$ cat config.mk
export PLATFORM = sky130hd
export DESIGN_NAME = rlcr_regs
export DESIGN_NICKNAME = d
export VERILOG_FILES = /design/src/rlcr_pkg.sv /design/src/rlcr_regs.sv
export SDC_FILE = /design/constraint.sdc
export NUM_CORES = 1
export LEC_CHECK = 0
export BUFFER_PORTS_ARGS = -buffer_cell sky130_fd_sc_hd__buf_2
export CAP_MARGIN = 20
export CORE_ASPECT_RATIO = 0.5
export CORE_UTILIZATION = 54
export DETAILED_ROUTE_END_ITERATION = 12
export PLACE_DENSITY = 0.75
export SYNTH_ARGS = -nofsm -noshare
export SYNTH_HDL_FRONTEND = slang
export SYNTH_SLANG_ARGS = --single-unit
$ cat constraint.sdc
create_clock -name core_clk -period 2.2 [get_ports core_clk]
set_input_delay 0.22 -clock core_clk [delete_from_list [all_inputs] [get_ports core_clk]]
set_output_delay 0.22 -clock core_clk [all_outputs]
set_load 0.01 [all_outputs]
$ cat src/rlcr_pkg.sv
`default_nettype none
package rlcr_pkg;
    localparam logic [7:0] OFS_GENERAL    = 8'h0a;
    localparam logic [7:0] OFS_DS_EQ      = 8'h20;
    localparam logic [7:0] OFS_US_EQ      = 8'h21;
    localparam logic [7:0] OFS_LINK_CTL   = 8'h22;
    localparam logic [7:0] RST_GENERAL    = 8'h01;
    localparam logic [7:0] RST_DS_EQ      = 8'h00;
    localparam logic [3:0] RST_US_EQ      = 4'h0;
    localparam logic [6:0] RST_LINK_CTL   = 7'h04;
    localparam int         GEN_OVR_BIT    = 4;
    localparam int         GEN_FLIP_BIT   = 2;
    localparam int         LNK_CM_BIT     = 7;
    localparam int         LNK_LFPS_BIT   = 6;
    localparam int         LNK_DEB_BIT    = 5;
    localparam int         LNK_RXDIS_BIT  = 4;
    localparam int         LNK_INT_LSB    = 2;
    localparam logic [1:0] CMC_AUTO       = 2'h0;
    localparam logic [1:0] CMC_FORCE_DS   = 2'h1;
    localparam logic [1:0] CMC_FORCE_US   = 2'h2;
    localparam logic [1:0] CMC_DISABLE    = 2'h3;
    localparam logic [1:0] LVL_LOW        = 2'h0;
    localparam logic [1:0] LVL_RES        = 2'h1;
    localparam logic [1:0] LVL_FLOAT      = 2'h2;
    localparam logic [1:0] LVL_HIGH       = 2'h3;
    localparam int         CLK_MHZ        = 50;
    localparam int         DEBOUNCE_US    = 200;
    localparam int         DEBOUNCE_CYC   = DEBOUNCE_US * CLK_MHZ;
    localparam int         RXDET_MS_0     = 8;
    localparam int         RXDET_MS_1     = 12;
    localparam int         RXDET_MS_2     = 48;
    localparam int         RXDET_MS_3     = 96;
    localparam int         RXDET_CYC_0    = RXDET_MS_0 * CLK_MHZ * 1000;
    localparam int         RXDET_CYC_1    = RXDET_MS_1 * CLK_MHZ * 1000;
    localparam int         RXDET_CYC_2    = RXDET_MS_2 * CLK_MHZ * 1000;
    localparam int         RXDET_CYC_3    = RXDET_MS_3 * CLK_MHZ * 1000;
    typedef enum logic [3:0] {
        RLCR_IDLE = 4'h0,
        RLCR_ADDR = 4'h1,
        RLCR_AACK = 4'h2,
        RLCR_SUB  = 4'h3,
        RLCR_SACK = 4'h4,
        RLCR_WDAT = 4'h5,
        RLCR_WACK = 4'h6,
        RLCR_RDAT = 4'h7,
        RLCR_RACK = 4'h8
    } rlcr_state_t;
    typedef struct packed {
        logic [3:0] second_downstream_gain_select;
        logic [3:0] first_downstream_gain_select;
        logic [3:0] upstream_gain_select;
    } rlcr_gain_t;
endpackage
`default_nettype wire

$ cat src/rlcr_regs.sv
`default_nettype none
module rlcr_regs #(
    parameter logic [4:0]  ADDR_HI_LOW   = 5'h05,
    parameter logic [4:0]  ADDR_HI_RES   = 5'h06,
    parameter logic [4:0]  ADDR_HI_FLOAT = 5'h04,
    parameter logic [4:0]  ADDR_HI_HIGH  = 5'h03,
    parameter logic [13:0] DEBOUNCE_CYC  = 14'(rlcr_pkg::DEBOUNCE_CYC),
    parameter logic [22:0] RXDET_CYC_0   = 23'(rlcr_pkg::RXDET_CYC_0),
    parameter logic [22:0] RXDET_CYC_1   = 23'(rlcr_pkg::RXDET_CYC_1),
    parameter logic [22:0] RXDET_CYC_2   = 23'(rlcr_pkg::RXDET_CYC_2),
    parameter logic [22:0] RXDET_CYC_3   = 23'(rlcr_pkg::RXDET_CYC_3)
) (
    input  wire logic                 core_clk,                // 50 MHz
    input  wire logic                 rst_n,                   // async, active low
    input  wire logic                 scl_in,                  // i2c clock level
    input  wire logic                 sda_in,                  // i2c data level
    output logic                      sda_out,                 // i2c data drive value
    output logic                      sda_oe_n,                // low while pulling sda
    input  wire logic [1:0]           target_addr_strap_high,  // strap level code
    input  wire logic [1:0]           target_addr_strap_low,   // strap level code
    input  wire logic [3:0]           downstream_gain_straps,  // two pin level codes
    input  wire logic [3:0]           upstream_gain_straps,    // two pin level codes
    input  wire logic                 low_power_in,            // link in u2 or u3
    input  wire logic                 lfps_in,                 // lfps being received
    input  wire logic                 fsm_compliance_in,       // internal fsm wants compliance
    output rlcr_pkg::rlcr_gain_t      gain_out,                // gain applied to receivers
    output logic                      low_power_exit_ok,       // lfps qualified for exit
    output logic                      rxdet_req,               // detect pulse
    output logic                      compliance_force_ds,     // force downstream compliance
    output logic                      compliance_force_us,     // force upstream compliance
    output logic                      compliance_block,        // compliance disabled
    output logic                      flip_sel,                // general flip select
    output logic [1:0]                ctl_sel                  // general control select
);
    import rlcr_pkg::*;

    rlcr_state_t st_ff;
    logic        scl_q_ff, sda_q_ff, rw_ff, nack_ff;
    logic [3:0]  cnt_ff;
    logic [7:0]  sh_ff, ptr_ff;
    logic        wr_stb_ff;
    logic [7:0]  wr_addr_ff, wr_data_ff;
    logic [7:0]  gen_ff, ds_ff;
    logic [3:0]  us_ff;
    logic [6:0]  lnk_ff;
    logic        cm_ff;
    logic [13:0] deb_cnt_ff;
    logic [22:0] rx_cnt_ff;
    logic        oe_n_ff, exit_ff, rxreq_ff;
    rlcr_gain_t  gain_ff;

    wire scl_rise  = scl_in & ~scl_q_ff;
    wire scl_fall  = ~scl_in & scl_q_ff;
    wire start_det = scl_in & scl_q_ff & sda_q_ff & ~sda_in;
    wire stop_det  = scl_in & scl_q_ff & ~sda_q_ff & sda_in;
    wire byte_done = scl_fall & (cnt_ff == 4'h8);

    logic [4:0] addr_hi;
    always_comb begin
        case (target_addr_strap_high)
            LVL_LOW:   addr_hi = ADDR_HI_LOW;
            LVL_RES:   addr_hi = ADDR_HI_RES;
            LVL_FLOAT: addr_hi = ADDR_HI_FLOAT;
            default:   addr_hi = ADDR_HI_HIGH;
        endcase
    end
    wire [6:0] my_addr    = {addr_hi, target_addr_strap_low};
    wire       addr_match = (sh_ff[7:1] == my_addr);

    wire ovr = gen_ff[GEN_OVR_BIT];
    wire [7:0] lnk_rd = {cm_ff, lnk_ff};
    wire [7:0] rd_data = (ptr_ff == OFS_GENERAL)  ? {3'h0, gen_ff[4], 1'b0, gen_ff[2:0]} :
                         (ptr_ff == OFS_DS_EQ)    ? ds_ff :
                         (ptr_ff == OFS_US_EQ)    ? {4'h0, us_ff} :
                         (ptr_ff == OFS_LINK_CTL) ? lnk_rd : 8'h00;
    wire load_rd = (st_ff == RLCR_AACK && scl_fall && rw_ff) ||
                   (st_ff == RLCR_RACK && scl_fall && !nack_ff);

    always_ff @(posedge core_clk or negedge rst_n) begin
        if (!rst_n) begin
            st_ff      <= RLCR_IDLE;
            scl_q_ff   <= 1'b1;
            sda_q_ff   <= 1'b1;
            rw_ff      <= 1'b0;
            nack_ff    <= 1'b1;
            cnt_ff     <= 4'h0;
            sh_ff      <= 8'h00;
            ptr_ff     <= 8'h00;
            oe_n_ff    <= 1'b1;
            wr_stb_ff  <= 1'b0;
            wr_addr_ff <= 8'h00;
            wr_data_ff <= 8'h00;
        end else begin
            scl_q_ff  <= scl_in;
            sda_q_ff  <= sda_in;
            wr_stb_ff <= 1'b0;
            if (stop_det) begin
                st_ff   <= RLCR_IDLE;
                oe_n_ff <= 1'b1;
            end else if (start_det) begin
                st_ff   <= RLCR_ADDR;
                cnt_ff  <= 4'h0;
                oe_n_ff <= 1'b1;
            end else if (load_rd) begin
                sh_ff   <= rd_data;
                oe_n_ff <= rd_data[7];
                ptr_ff  <= ptr_ff + 8'h01;
                cnt_ff  <= 4'h1;
                st_ff   <= RLCR_RDAT;
            end else begin
                case (st_ff)
                    RLCR_ADDR, RLCR_SUB, RLCR_WDAT: begin
                        if (scl_rise) begin
                            sh_ff  <= {sh_ff[6:0], sda_in};
                            cnt_ff <= cnt_ff + 4'h1;
                        end else if (byte_done) begin
                            cnt_ff <= 4'h0;
                            if (st_ff == RLCR_ADDR) begin
                                oe_n_ff <= ~addr_match;
                                rw_ff   <= sh_ff[0];
                                st_ff   <= addr_match ? RLCR_AACK : RLCR_IDLE;
                            end else if (st_ff == RLCR_SUB) begin
                                ptr_ff  <= sh_ff;
                                oe_n_ff <= 1'b0;
                                st_ff   <= RLCR_SACK;
                            end else begin
                                wr_stb_ff  <= 1'b1;
                                wr_addr_ff <= ptr_ff;
                                wr_data_ff <= sh_ff;
                                ptr_ff     <= ptr_ff + 8'h01;
                                oe_n_ff    <= 1'b0;
                                st_ff      <= RLCR_WACK;
                            end
                        end
                    end
                    RLCR_AACK: begin
                        if (scl_fall) begin
                            oe_n_ff <= 1'b1;
                            st_ff   <= RLCR_SUB;
                        end
                    end
                    RLCR_SACK, RLCR_WACK: begin
                        if (scl_fall) begin
                            oe_n_ff <= 1'b1;
                            st_ff   <= RLCR_WDAT;
                        end
                    end
                    RLCR_RDAT: begin
                        if (byte_done) begin
                            oe_n_ff <= 1'b1;
                            st_ff   <= RLCR_RACK;
                        end else if (scl_fall) begin
                            oe_n_ff <= sh_ff[6];
                            sh_ff   <= {sh_ff[6:0], 1'b0};
                            cnt_ff  <= cnt_ff + 4'h1;
                        end
                    end
                    RLCR_RACK: begin
                        if (scl_rise) begin
                            nack_ff <= sda_in;
                        end else if (scl_fall) begin
                            st_ff <= RLCR_IDLE;
                        end
                    end
                    default: st_ff <= RLCR_IDLE;
                endcase
            end
        end
    end

    // register file
    wire wr_gen = wr_stb_ff && (wr_addr_ff == OFS_GENERAL);
    wire wr_ds  = wr_stb_ff && (wr_addr_ff == OFS_DS_EQ);
    wire wr_us  = wr_stb_ff && (wr_addr_ff == OFS_US_EQ);
    wire wr_lnk = wr_stb_ff && (wr_addr_ff == OFS_LINK_CTL);

    // strap refresh beats software writes while override is clear
    wire [7:0] nxt_ds  = !ovr ? {downstream_gain_straps, downstream_gain_straps} :
                         wr_ds ? wr_data_ff : ds_ff;
    wire [3:0] nxt_us  = !ovr ? upstream_gain_straps :
                         wr_us ? wr_data_ff[3:0] : us_ff;
    wire [1:0] cmc     = lnk_ff[1:0];
    wire nxt_cm = (cmc == CMC_FORCE_DS) || (cmc == CMC_FORCE_US) ||
                  ((cmc == CMC_AUTO) && fsm_compliance_in);

    always_ff @(posedge core_clk or negedge rst_n) begin
        if (!rst_n) begin
            gen_ff <= RST_GENERAL;
            ds_ff  <= RST_DS_EQ;
            us_ff  <= RST_US_EQ;
            lnk_ff <= RST_LINK_CTL;
            cm_ff  <= 1'b0;
        end else begin
            if (wr_gen) begin
                gen_ff <= {3'h0, wr_data_ff[4], 1'b0, wr_data_ff[2:0]};
            end
            if (wr_lnk) begin
                lnk_ff <= wr_data_ff[6:0];
            end
            ds_ff <= nxt_ds;
            us_ff <= nxt_us;
            cm_ff <= nxt_cm;
        end
    end

    // receiver gain, lfps debounce and detect timing
    wire       lfps_apply = lnk_ff[LNK_LFPS_BIT];
    wire       deb_en     = lnk_ff[LNK_DEB_BIT];
    wire       rx_off     = low_power_in & lnk_ff[LNK_RXDIS_BIT];
    wire [1:0] int_sel    = lnk_ff[LNK_INT_LSB +: 2];
    wire [22:0] rx_limit  = (int_sel == 2'h0) ? RXDET_CYC_0 :
                            (int_sel == 2'h1) ? RXDET_CYC_1 :
                            (int_sel == 2'h2) ? RXDET_CYC_2 : RXDET_CYC_3;
    wire        rx_hit    = (rx_cnt_ff >= rx_limit - 23'h1);
    wire        lfps_lp   = lfps_in & low_power_in;
    wire        deb_done  = (deb_cnt_ff >= DEBOUNCE_CYC - 14'h1);
    wire        zero_gain = lfps_in & ~lfps_apply;
    wire [13:0] nxt_deb   = !lfps_lp ? 14'h0 : deb_done ? deb_cnt_ff : deb_cnt_ff + 14'h1;

    always_ff @(posedge core_clk or negedge rst_n) begin
        if (!rst_n) begin
            gain_ff    <= '0;
            deb_cnt_ff <= 14'h0;
            exit_ff    <= 1'b0;
            rx_cnt_ff  <= 23'h0;
            rxreq_ff   <= 1'b0;
        end else begin
            gain_ff    <= zero_gain ? '0 : {ds_ff, us_ff};
            deb_cnt_ff <= nxt_deb;
            exit_ff    <= lfps_lp & (~deb_en | deb_done);
            rx_cnt_ff  <= (rx_off | rx_hit) ? 23'h0 : rx_cnt_ff + 23'h1;
            rxreq_ff   <= ~rx_off & rx_hit;
        end
    end

    assign sda_out             = 1'b0;
    assign sda_oe_n            = oe_n_ff;
    assign gain_out            = gain_ff;
    assign low_power_exit_ok   = exit_ff;
    assign rxdet_req           = rxreq_ff;
    assign compliance_force_ds = (cmc == CMC_FORCE_DS);
    assign compliance_force_us = (cmc == CMC_FORCE_US);
    assign compliance_block    = (cmc == CMC_DISABLE);
    assign flip_sel            = gen_ff[GEN_FLIP_BIT];
    assign ctl_sel             = gen_ff[1:0];
endmodule
`default_nettype wire

* Word-level counts from Yosys, hierarchy flattened
Cells that the tools add are included.
Cells by class: $add $sub $neg 5, $lt $le $gt $ge 2, equality and inequality tests 45, muxes and demuxes 66, bitwise operators 29, reduce and logical (&&, ||, !) cells 32
Operator list (count):
- $mux W8 | 16
- $mux W23 | 4
- $mux W4 | 18
- $eq A8 B6 Y1 const B | 6
- $ne A5 B5 Y1 const B | 8
- $mux W14 | 2
- $add A23 B1 Y23 const B | 1
- $ge A23 B23 Y1 | 1
- $sub A23 B1 Y23 const B | 1
- $pmux W4 S5 | 1
- $mux W1 | 17
- $eq A4 B3 Y1 const B | 4
- $eq A8 B4 Y1 const B | 2
- $pmux W8 S2 | 1
- $reduce_and A5 Y1 | 3
- $add A14 B1 Y14 const B | 1
- $ge A14 B14 Y1 const B | 1
- $not A1 Y1 | 14
- $reduce_and A7 Y1 | 2
- $and A1 B1 Y1 | 13
- $mux W12 | 1
- $reduce_and A6 Y1 | 2
- $logic_and A1 B1 Y1 | 9
- $ne A3 B3 Y1 const B | 3
- 29 further kinds | 48
Word-level totals: register bits after elaboration 121, output and inout port bits 22, word-level logic and storage cells 203

* Longest topological paths before layout
Gate-level depths: netlist of run 1.
depth after elaboration 11, gate-level depth with buffers 9, gate-level depth less buffers 8

* Worst setup path after synthesis of run 1
Ideal clock, no wire load.
path type register to register, start register lnk_ff[2], end register rx_cnt_ff[10], data arrival time 2.236 ns, setup slack -0.122 ns, stages on the path, launching flop included 10, path buffers 1, clock period less this slack 2.322 ns, cells stage by stage dfstp_2 > inv_1 > nor2_1 > ha_1 > a21o_1 > a2111oi_0 > o21a_1 > o211ai_1 > clkbuf_1 > nor3_1
Between the ends: cells in the longest elaborated chain, start to end 8, elaborated cells between the ends (all ways) 10
RTL lines:
- start: declaration | RTL line rlcr_regs.sv:45 | logic [6:0] lnk_ff;
- start signal: assignment | RTL line rlcr_regs.sv:198 | lnk_ff <= wr_data_ff[6:0];
- $eq A2 B2 Y1 | RTL line rlcr_regs.sv:213 | (int_sel == 2'h2) ? RXDET_CYC_2 : RXDET_CYC_3;
- $mux W23 | RTL line rlcr_regs.sv:213
- $mux W23 | RTL line rlcr_regs.sv:212 | (int_sel == 2'h1) ? RXDET_CYC_1 :
- $mux W23 * | RTL line rlcr_regs.sv:211 | wire [22:0] rx_limit = (int_sel == 2'h0) ? RXDET_CYC_0 :
- $sub A23 B1 Y23 * | RTL line rlcr_regs.sv:214 | wire rx_hit = (rx_cnt_ff >= rx_limit - 23'h1);
- $ge A23 B23 Y1 * | RTL line rlcr_regs.sv:214
- $or A1 B1 Y1 * | RTL line rlcr_regs.sv:231 | rx_cnt_ff <= (rx_off | rx_hit) ? 23'h0 : rx_cnt_ff + 23'h1;
- $mux W23 * | RTL line rlcr_regs.sv:231
- end signal: assignment | RTL line rlcr_regs.sv:231
- end: declaration | RTL line rlcr_regs.sv:48 | logic [22:0] rx_cnt_ff;
Mark *: on every way between the ends. The rest lies on a longest branch, timed or not. A chain may end at the register's enable or synchronous reset.

* Worst setup path after layout of run 1
start register lnk_ff[2], end register rx_cnt_ff[1]
Same word-level chain as after synthesis.

==> results of run 1 <==
==> registers in the layout, summed over array words and instances (netlist names), 4 cells and up <==
register and flops:
us_ff 4, ds_ff 8, wr_addr_ff 8, gen_ff 4, deb_cnt_ff 14, wr_data_ff 8
cnt_ff 4, sh_ff 8, lnk_ff 7, gain_out 12, rx_cnt_ff 23, st_ff 4
ptr_ff 8
==> critical path: stages (launching register included) <==
cell      delay [ns]
dfstp_2         0.58
buf_4           0.15
and2_1          0.16
inv_1           0.06
ha_1            0.30
nand4b_1        0.17
nor3_1          0.24
o31a_1          0.22
buf_4           0.22
nor3b_1         0.08
==> metal layers <==
layer	vias up	wire, µm
met2	168	7910
met4	0	374
met1	2745	7190
met5	-	0
met3	37	922
li1	2591	-
==> cell type report <==
type,count,area (µm²)
multi-input cells,480,3640
well taps,165,206
clock inverters,12,148
clock buffers,20,457
repair buffers,111,847
flip-flops and latches,121,3040
inverters,26,100
fillers,844,3480
==> power by group through the flow <==
stage | clock (mW) | combinational (mW) | sequential [mW]
2_1_floorplan | 0 | 1.22 | 2.66
3_3_place_gp | 0 | 1.77 | 2.73
5_1_grt | 2.99 | 2.27 | 2.73
4_1_cts | 2.88 | 1.90 | 2.70
3_5_place_dp | 0 | 1.81 | 2.73
6_report | 2.86 | 2.08 | 2.71
==> placed cells by master (no fill, tap or decap), types with 6 or more instances in the layout <==
cell type / count
dfrtp_1: 115
buf_4: 60
a21oi_1: 42
nand2_1: 40
buf_2: 38
nor2_1: 37
ha_1: 27
inv_1: 25
mux2_2: 25
nand3_1: 23
xnor2_1: 21
o21ai_0: 20
nor3_2: 20
clkbuf_16: 19
mux2i_1: 18
and2_1: 15
a21o_1: 12
nand4_1: 12
nor3_1: 12
xor2_1: 11
a31oi_1: 10
and3_1: 9
nand2b_1: 8
a22oi_1: 7
nor4_1: 6
mux2_4: 6
dfstp_2: 6
==> synthesized netlist by cell type, drive strengths merged (3+ instances only) <==
cell,instances,area [µm²]
a211oi,4,30.0
a21o,12,90.1
a21oi,42,210
a22oi,7,52.6
a31oi,10,62.6
and2,15,93.8
and3,9,56.3
buf,13,81.3
clkbuf,17,63.8
dfrtp,115,2880
dfstp,6,158
ha,29,363
inv,26,97.6
mux2,31,349
mux2i,18,180
nand2,41,154
nand2b,9,56.3
nand3,24,120
nand3b,5,37.5
nand4,12,75.1
nand4b,5,43.8
nor2,40,150
nor2b,3,18.8
nor3,33,170
nor3b,3,22.5
nor4,7,50.1
nor4b,3,26.3
o211ai,4,30.0
o21ai,22,110
o221ai,3,26.3
o22ai,5,31.3
o311ai,3,26.3
o31ai,6,50.1
or2,4,25.0
or3,4,25.0
or4,3,22.5
xnor2,21,184
xor2,11,96.3
==> logic make-up after synthesis <==
logic type / Yosys count / synth area share [%]
compound gates: 140 / 14.3
xor+xnor: 32 / 4.22
fa+ha+maj: 29 / 5.47
buf+inv: 56 / 3.66
flops: 121 / 45.7
mux: 49 / 7.97
other cells: 1 / 0.0565
simple gates: 229 / 18.6
==> what timing repair did <==
item,4_1_cts,5_1_grt
resized for setup,11,29
hold buffers,2,0
endpoints found under the setup margin,51,55
pin swaps,3,9
hold endpoints to repair,41,0
gates cloned,0,2
buffers inserted,3,6
==> worst min-delay path by stage <==
| stage | endpoint | slack [ns] |
|---|---|---|
| 3_3_place_gp | deb_cnt_ff[9] | 0.25 |
| 5_1_grt | cm_ff | 0.04 |
| 4_1_cts | cm_ff | 0.01 |
| 2_1_floorplan | cm_ff | -0.08 |
| 3_5_place_dp | deb_cnt_ff[11] | 0.25 |
| 6_report | cm_ff | 0.01 |
==> impl_metrics.py, run 1 <==
metrics = {
    "final_layout": {
        "drive_gt1_share_pct": 29.7,
        "design_area_um2": 8430,
        "layoutNonFillerInstCount": 935,
        "area_delta_synth_final_pct": 27.0,
        "utilization_pct": 70.8,
        "num-nets-final": 805,
        "antenna_cells": 0,
    },
    "timing": {
        "tns_ns": -2.27,
        "fin_worst_skew_ns": 0.00893,
        "hold_viol_final": 0,
        "fmax_ghz": 0.434,
        "setup_viol": 44,
        "rsz0062_at_grt": "yes",
        "max_slew.worst_pin.slew_ns": 0.654,
        "relSlewSlack_pct": 56.4,
        "fin_crit_sh_pct": 105,
        "hold_slack_ns": 0.0119,
        "slew_violations": 0,
        "setup_slack_ns": -0.103,
        "period_needed_ns": 2.30,
    },
    "hold_path": {
        "hold_path.class": "in -> reg",
        "min_from": "fsm_compliance_in",
        "whs_path_depth": 2,
    },
    "yosys": {
        "synth_cell_types": 70,
        "synth_edf_count": 0,
        "syn_avg_cell_area_um2": 10.1,
        "synth_area_um2": 6640,
        "syn_inst": 657,
        "yosysWarnings": 0,
        "async_flop_share_pct": 100,
        "synth-seq-area-share_pct": 45.7,
        "ys_ff_latch": 121,
        "synth_fp_nets": 705,
        "synthFlopType": "dfrtp_1",
    },
    "setup_path": {
        "timing.rr.end": "rx_cnt_ff[1]",
        "crit_type": "reg -> reg",
        "reg2reg_from": "lnk_ff[2]",
        "r2r_slack_ns": -0.10,
        "cp.arrival_ns": 2.61,
        "crit_required_ns": 2.50,
        "crit_path_max_fanout": 10,
        "crit_end": "rx_cnt_ff[1]",
        "cp-start-kind": "flip-flop",
        "r2r_cells": 9,
        "end_kind": "flip-flop",
        "crit_start": "lnk_ff[2]",
    },
    "routing": {
        "vias_per_cell": 5.93,
        "routed_wl_mm": 16.4,
        "drtIter0Drc": 443,
        "drt_pass1_iterations": 5,
        "routedWlPerCell_um": 17.5,
        "ant_nets": 0,
        "vias": 5541,
        "drc": 0,
    },
    "cts": {
        "clk_path_buf_depth": 2,
        "clock-sinks": 121,
        "cts_tree": "yes",
        "clk_pin_slew_ns": 0.06,
        "cts_buffers": 17,
        "cts-htree-levels": 4,
        "clock_latency_ns": 0.42,
        "root_buffer": "clkbuf_16",
    },
    "power_and_ir_drop": {
        "power_frac_seq_pct": 35.4,
        "power.share.clock_pct": 37.4,
        "p_int_mw": 5.31,
        "sw_frac_of_total_pct": 30.7,
        "p_leak_nw": 3.85,
        "p_comb_share_pct": 27.2,
        "p_switching_mw": 2.35,
        "power.density_nw_per_um2": 908,
        "max-vdd-ir-drop_uv": 521,
        "power_mw": 7.65,
    },
    "global_routing": {
        "met1_usage_pct": 33.3,
        "overflow": 0,
        "grt_pass1_wl_mm": 26.3,
        "busiest_layer": "met2",
        "grt_util_met2_pct": 44.4,
        "grt_use_total_pct": 26.2,
        "antenna_found_initial": 0,
        "grtUsageMet3_pct": 5.58,
        "grt_max_degree": 43,
        "grt_pass1_vias": 5301,
    },
    "status": {
        "violations": "negative setup slack",
        "status": "finished, violations left",
    },
    "placement": {
        "hpwlAfterDp_mm": 11.0,
        "placed_area_um2": 7510,
        "post-place-ws_ns": -0.184,
        "dp_cells": 891,
        "globalplace.congestion": 0.873,
        "port_buffers": 39,
    },
    "die": {
        "ios": 41,
        "coreArea_um2": 11900,
        "num_rows": 28,
        "die_w_um": 159,
        "die_area_um2": 12800,
        "fp.dieH_um": 80.4,
        "start_util_pct": 55.7,
    },
    "run": {
        "maxCapViolations": 0,
    },
}
Power figures use the tool's default switching activity.
==> inputs of run 2 (changes only) <==
--- a/config.mk
+++ b/config.mk
@@ -8,9 +8,8 @@
 export BUFFER_PORTS_ARGS = -buffer_cell sky130_fd_sc_hd__buf_2
 export CAP_MARGIN = 20
 export CORE_ASPECT_RATIO = 0.5
-export CORE_UTILIZATION = 54
+export CORE_UTILIZATION = 42
 export DETAILED_ROUTE_END_ITERATION = 12
-export PLACE_DENSITY = 0.75
 export SYNTH_ARGS = -nofsm -noshare
 export SYNTH_HDL_FRONTEND = slang
 export SYNTH_SLANG_ARGS = --single-unit
==> impl_metrics.py, run 2 (synthesis results as in run 1) <==
metrics = {
    "routing": {
        "drtIter0Drc": 330,
        "drc": 0,
        "vias_per_cell": 5.53,
        "vias": 5488,
        "ant_nets": 0,
        "routedWlPerCell_um": 17.1,
        "routed_wl_mm": 17.0,
        "drt_pass1_iterations": 5,
    },
    "hold_path": {
        "hold_path.class": "in -> reg",
        "whs_path_depth": 2,
    },
    "global_routing": {
        "grt_pass1_wl_mm": 26.5,
        "grt_use_total_pct": 20.4,
        "antenna_found_initial": 0,
        "grt_max_degree": 45,
        "overflow": 0,
        "grt_pass1_vias": 5248,
    },
    "timing": {
        "fin_crit_sh_pct": 103,
        "fin_worst_skew_ns": 0.00780,
        "rsz0062_at_grt": "yes",
        "relSlewSlack_pct": 57.3,
        "hold_viol_final": 0,
        "period_needed_ns": 2.27,
        "hold_slack_ns": 0.0126,
        "setup_viol": 32,
        "max_slew.worst_pin.slew_ns": 0.640,
        "slew_violations": 0,
        "setup_slack_ns": -0.0651,
        "fmax_ghz": 0.441,
    },
    "power_and_ir_drop": {
        "p_int_mw": 5.25,
        "power.share.clock_pct": 35.7,
        "sw_frac_of_total_pct": 31.6,
        "p_comb_share_pct": 29.1,
        "max-vdd-ir-drop_uv": 494,
        "power_frac_seq_pct": 35.2,
        "p_switching_mw": 2.43,
        "p_leak_nw": 3.99,
        "power.density_nw_per_um2": 883,
    },
    "cts": {
        "clock-sinks": 121,
        "root_buffer": "clkbuf_16",
        "clk_pin_slew_ns": 0.06,
        "cts-htree-levels": 4,
        "cts_buffers": 17,
        "clock_latency_ns": 0.41,
        "cts_tree": "yes",
        "clk_path_buf_depth": 2,
    },
    "setup_path": {
        "crit_path_cell_trace": "buf_4, inv_1, ha_1, a2111oi_2, o21a_1, o211ai_1, buf_4, buf_12, nor3_4",
        "slowest_stage": "dfstp_2",
        "end_kind": "flip-flop",
        "crit_type": "reg -> reg",
        "cp_common_cell": "buf_4",
        "cp.depth": 9,
        "cp-start-kind": "flip-flop",
        "r2r_cells": 9,
        "path_delay_family": "compound AO/OA/AOI/OAI gates",
        "cp.arrival_ns": 2.61,
        "cp_num_buf_inv": 4,
        "crit_path_max_fanout": 9,
        "slowest_delay_ns": 0.54,
        "crit_required_ns": 2.54,
    },
    "status": {
        "status": "finished, violations left",
        "violations": "negative setup slack",
    },
    "placement": {
        "globalplace.congestion": 0.871,
        "port_buffers": 39,
        "post-place-ws_ns": -0.245,
        "hpwlAfterDp_mm": 11.4,
        "dp_cells": 933,
    },
    "final_layout": {
        "seq_area_um2": 3040,
        "drive_gt1_share_pct": 32.6,
        "nFillCells": 1308,
        "layoutNonFillerInstCount": 992,
        "utilization_pct": 56.5,
        "top_register": "rx_cnt_ff",
        "antenna_cells": 0,
        "largest_reg_flops": 23,
        "num-nets-final": 823,
        "final_cell_mix": "115 x dfrtp_1, 68 x buf_4, 41 x a21oi_1, 40 x nand2_1, 38 x buf_2",
        "multiInputGateArea_um2": 3700,
        "layout_commonest_cell": "dfrtp_1",
        "area_delta_synth_final_pct": 31.2,
    },
    "run": {
        "maxCapViolations": 0,
    },
    "die": {
        "fp.dieH_um": 90.9,
        "ios": 41,
        "coreArea_um2": 15400,
        "die_w_um": 180,
        "start_util_pct": 43.1,
        "die_area_um2": 16300,
        "num_rows": 32,
    },
}
## run 2: stage by stage
step                      total power, mW  TNS [ns]  instance area (µm²)
after floorplan                      3.87   -0.0386                 6790
after global placement               4.53    -0.871                 7590
after detailed placement             4.56     -1.79                 7590
after CTS                            7.39    -0.244                 8250
after global routing                 8.04     -4.44                 8710
final                                7.69    -0.991                 8710
## run 2: final timing paths
kind | startpoint | end | slack, ns
worst min register to register | wr_addr_ff[2] | wr_addr_ff[2] | 0.52
worst min-delay path | fsm_compliance_in | cm_ff | 0.01
max in group asynchronous | rst_n | gen_ff[0] | 1.20
worst max register to register | lnk_ff[2] | rx_cnt_ff[8] | -0.07
worst max-delay path | lnk_ff[2] | rx_cnt_ff[8] | -0.07
min in group asynchronous | rst_n | deb_cnt_ff[11] | 0.32
## run 2: power by group through the flow
stage	clock network [mW]	registers, mW	logic (mW)
final	2.75	2.70	2.23
after global routing	2.88	2.73	2.44
after CTS	2.79	2.68	1.92
after detailed placement	0	2.72	1.84
after global placement	0	2.72	1.81
after floorplan	0	2.66	1.22
## run 2: cell type report
| type | count | share of cell area [%] |
|---|---|---|
| tap | 204 | 2.93 |
| timing repair buffer | 129 | 12.0 |
| inverter | 26 | 1.12 |
| multi-input combinational | 480 | 42.5 |
| sequential | 121 | 34.9 |
| clock inverter | 15 | 1.74 |
| clock buffer | 17 | 4.89 |
## run 2: timing repair
item	in CTS	in global routing
gates cloned	0	4
pin swaps	2	11
resized for setup	6	65
hold endpoints to repair	36	0
endpoints found under the setup margin	34	57
setup buffers	2	18
hold buffers	3	0
## run 2: metal layers
layer	up-vias	part of all wire [%]	GRT usage, %
met5	-	0	0
met4	0	1.1	6.11
met3	23	3.1	3.55
met2	96	49	34.6
met1	2732	46	26.8
li1	2637	-	-
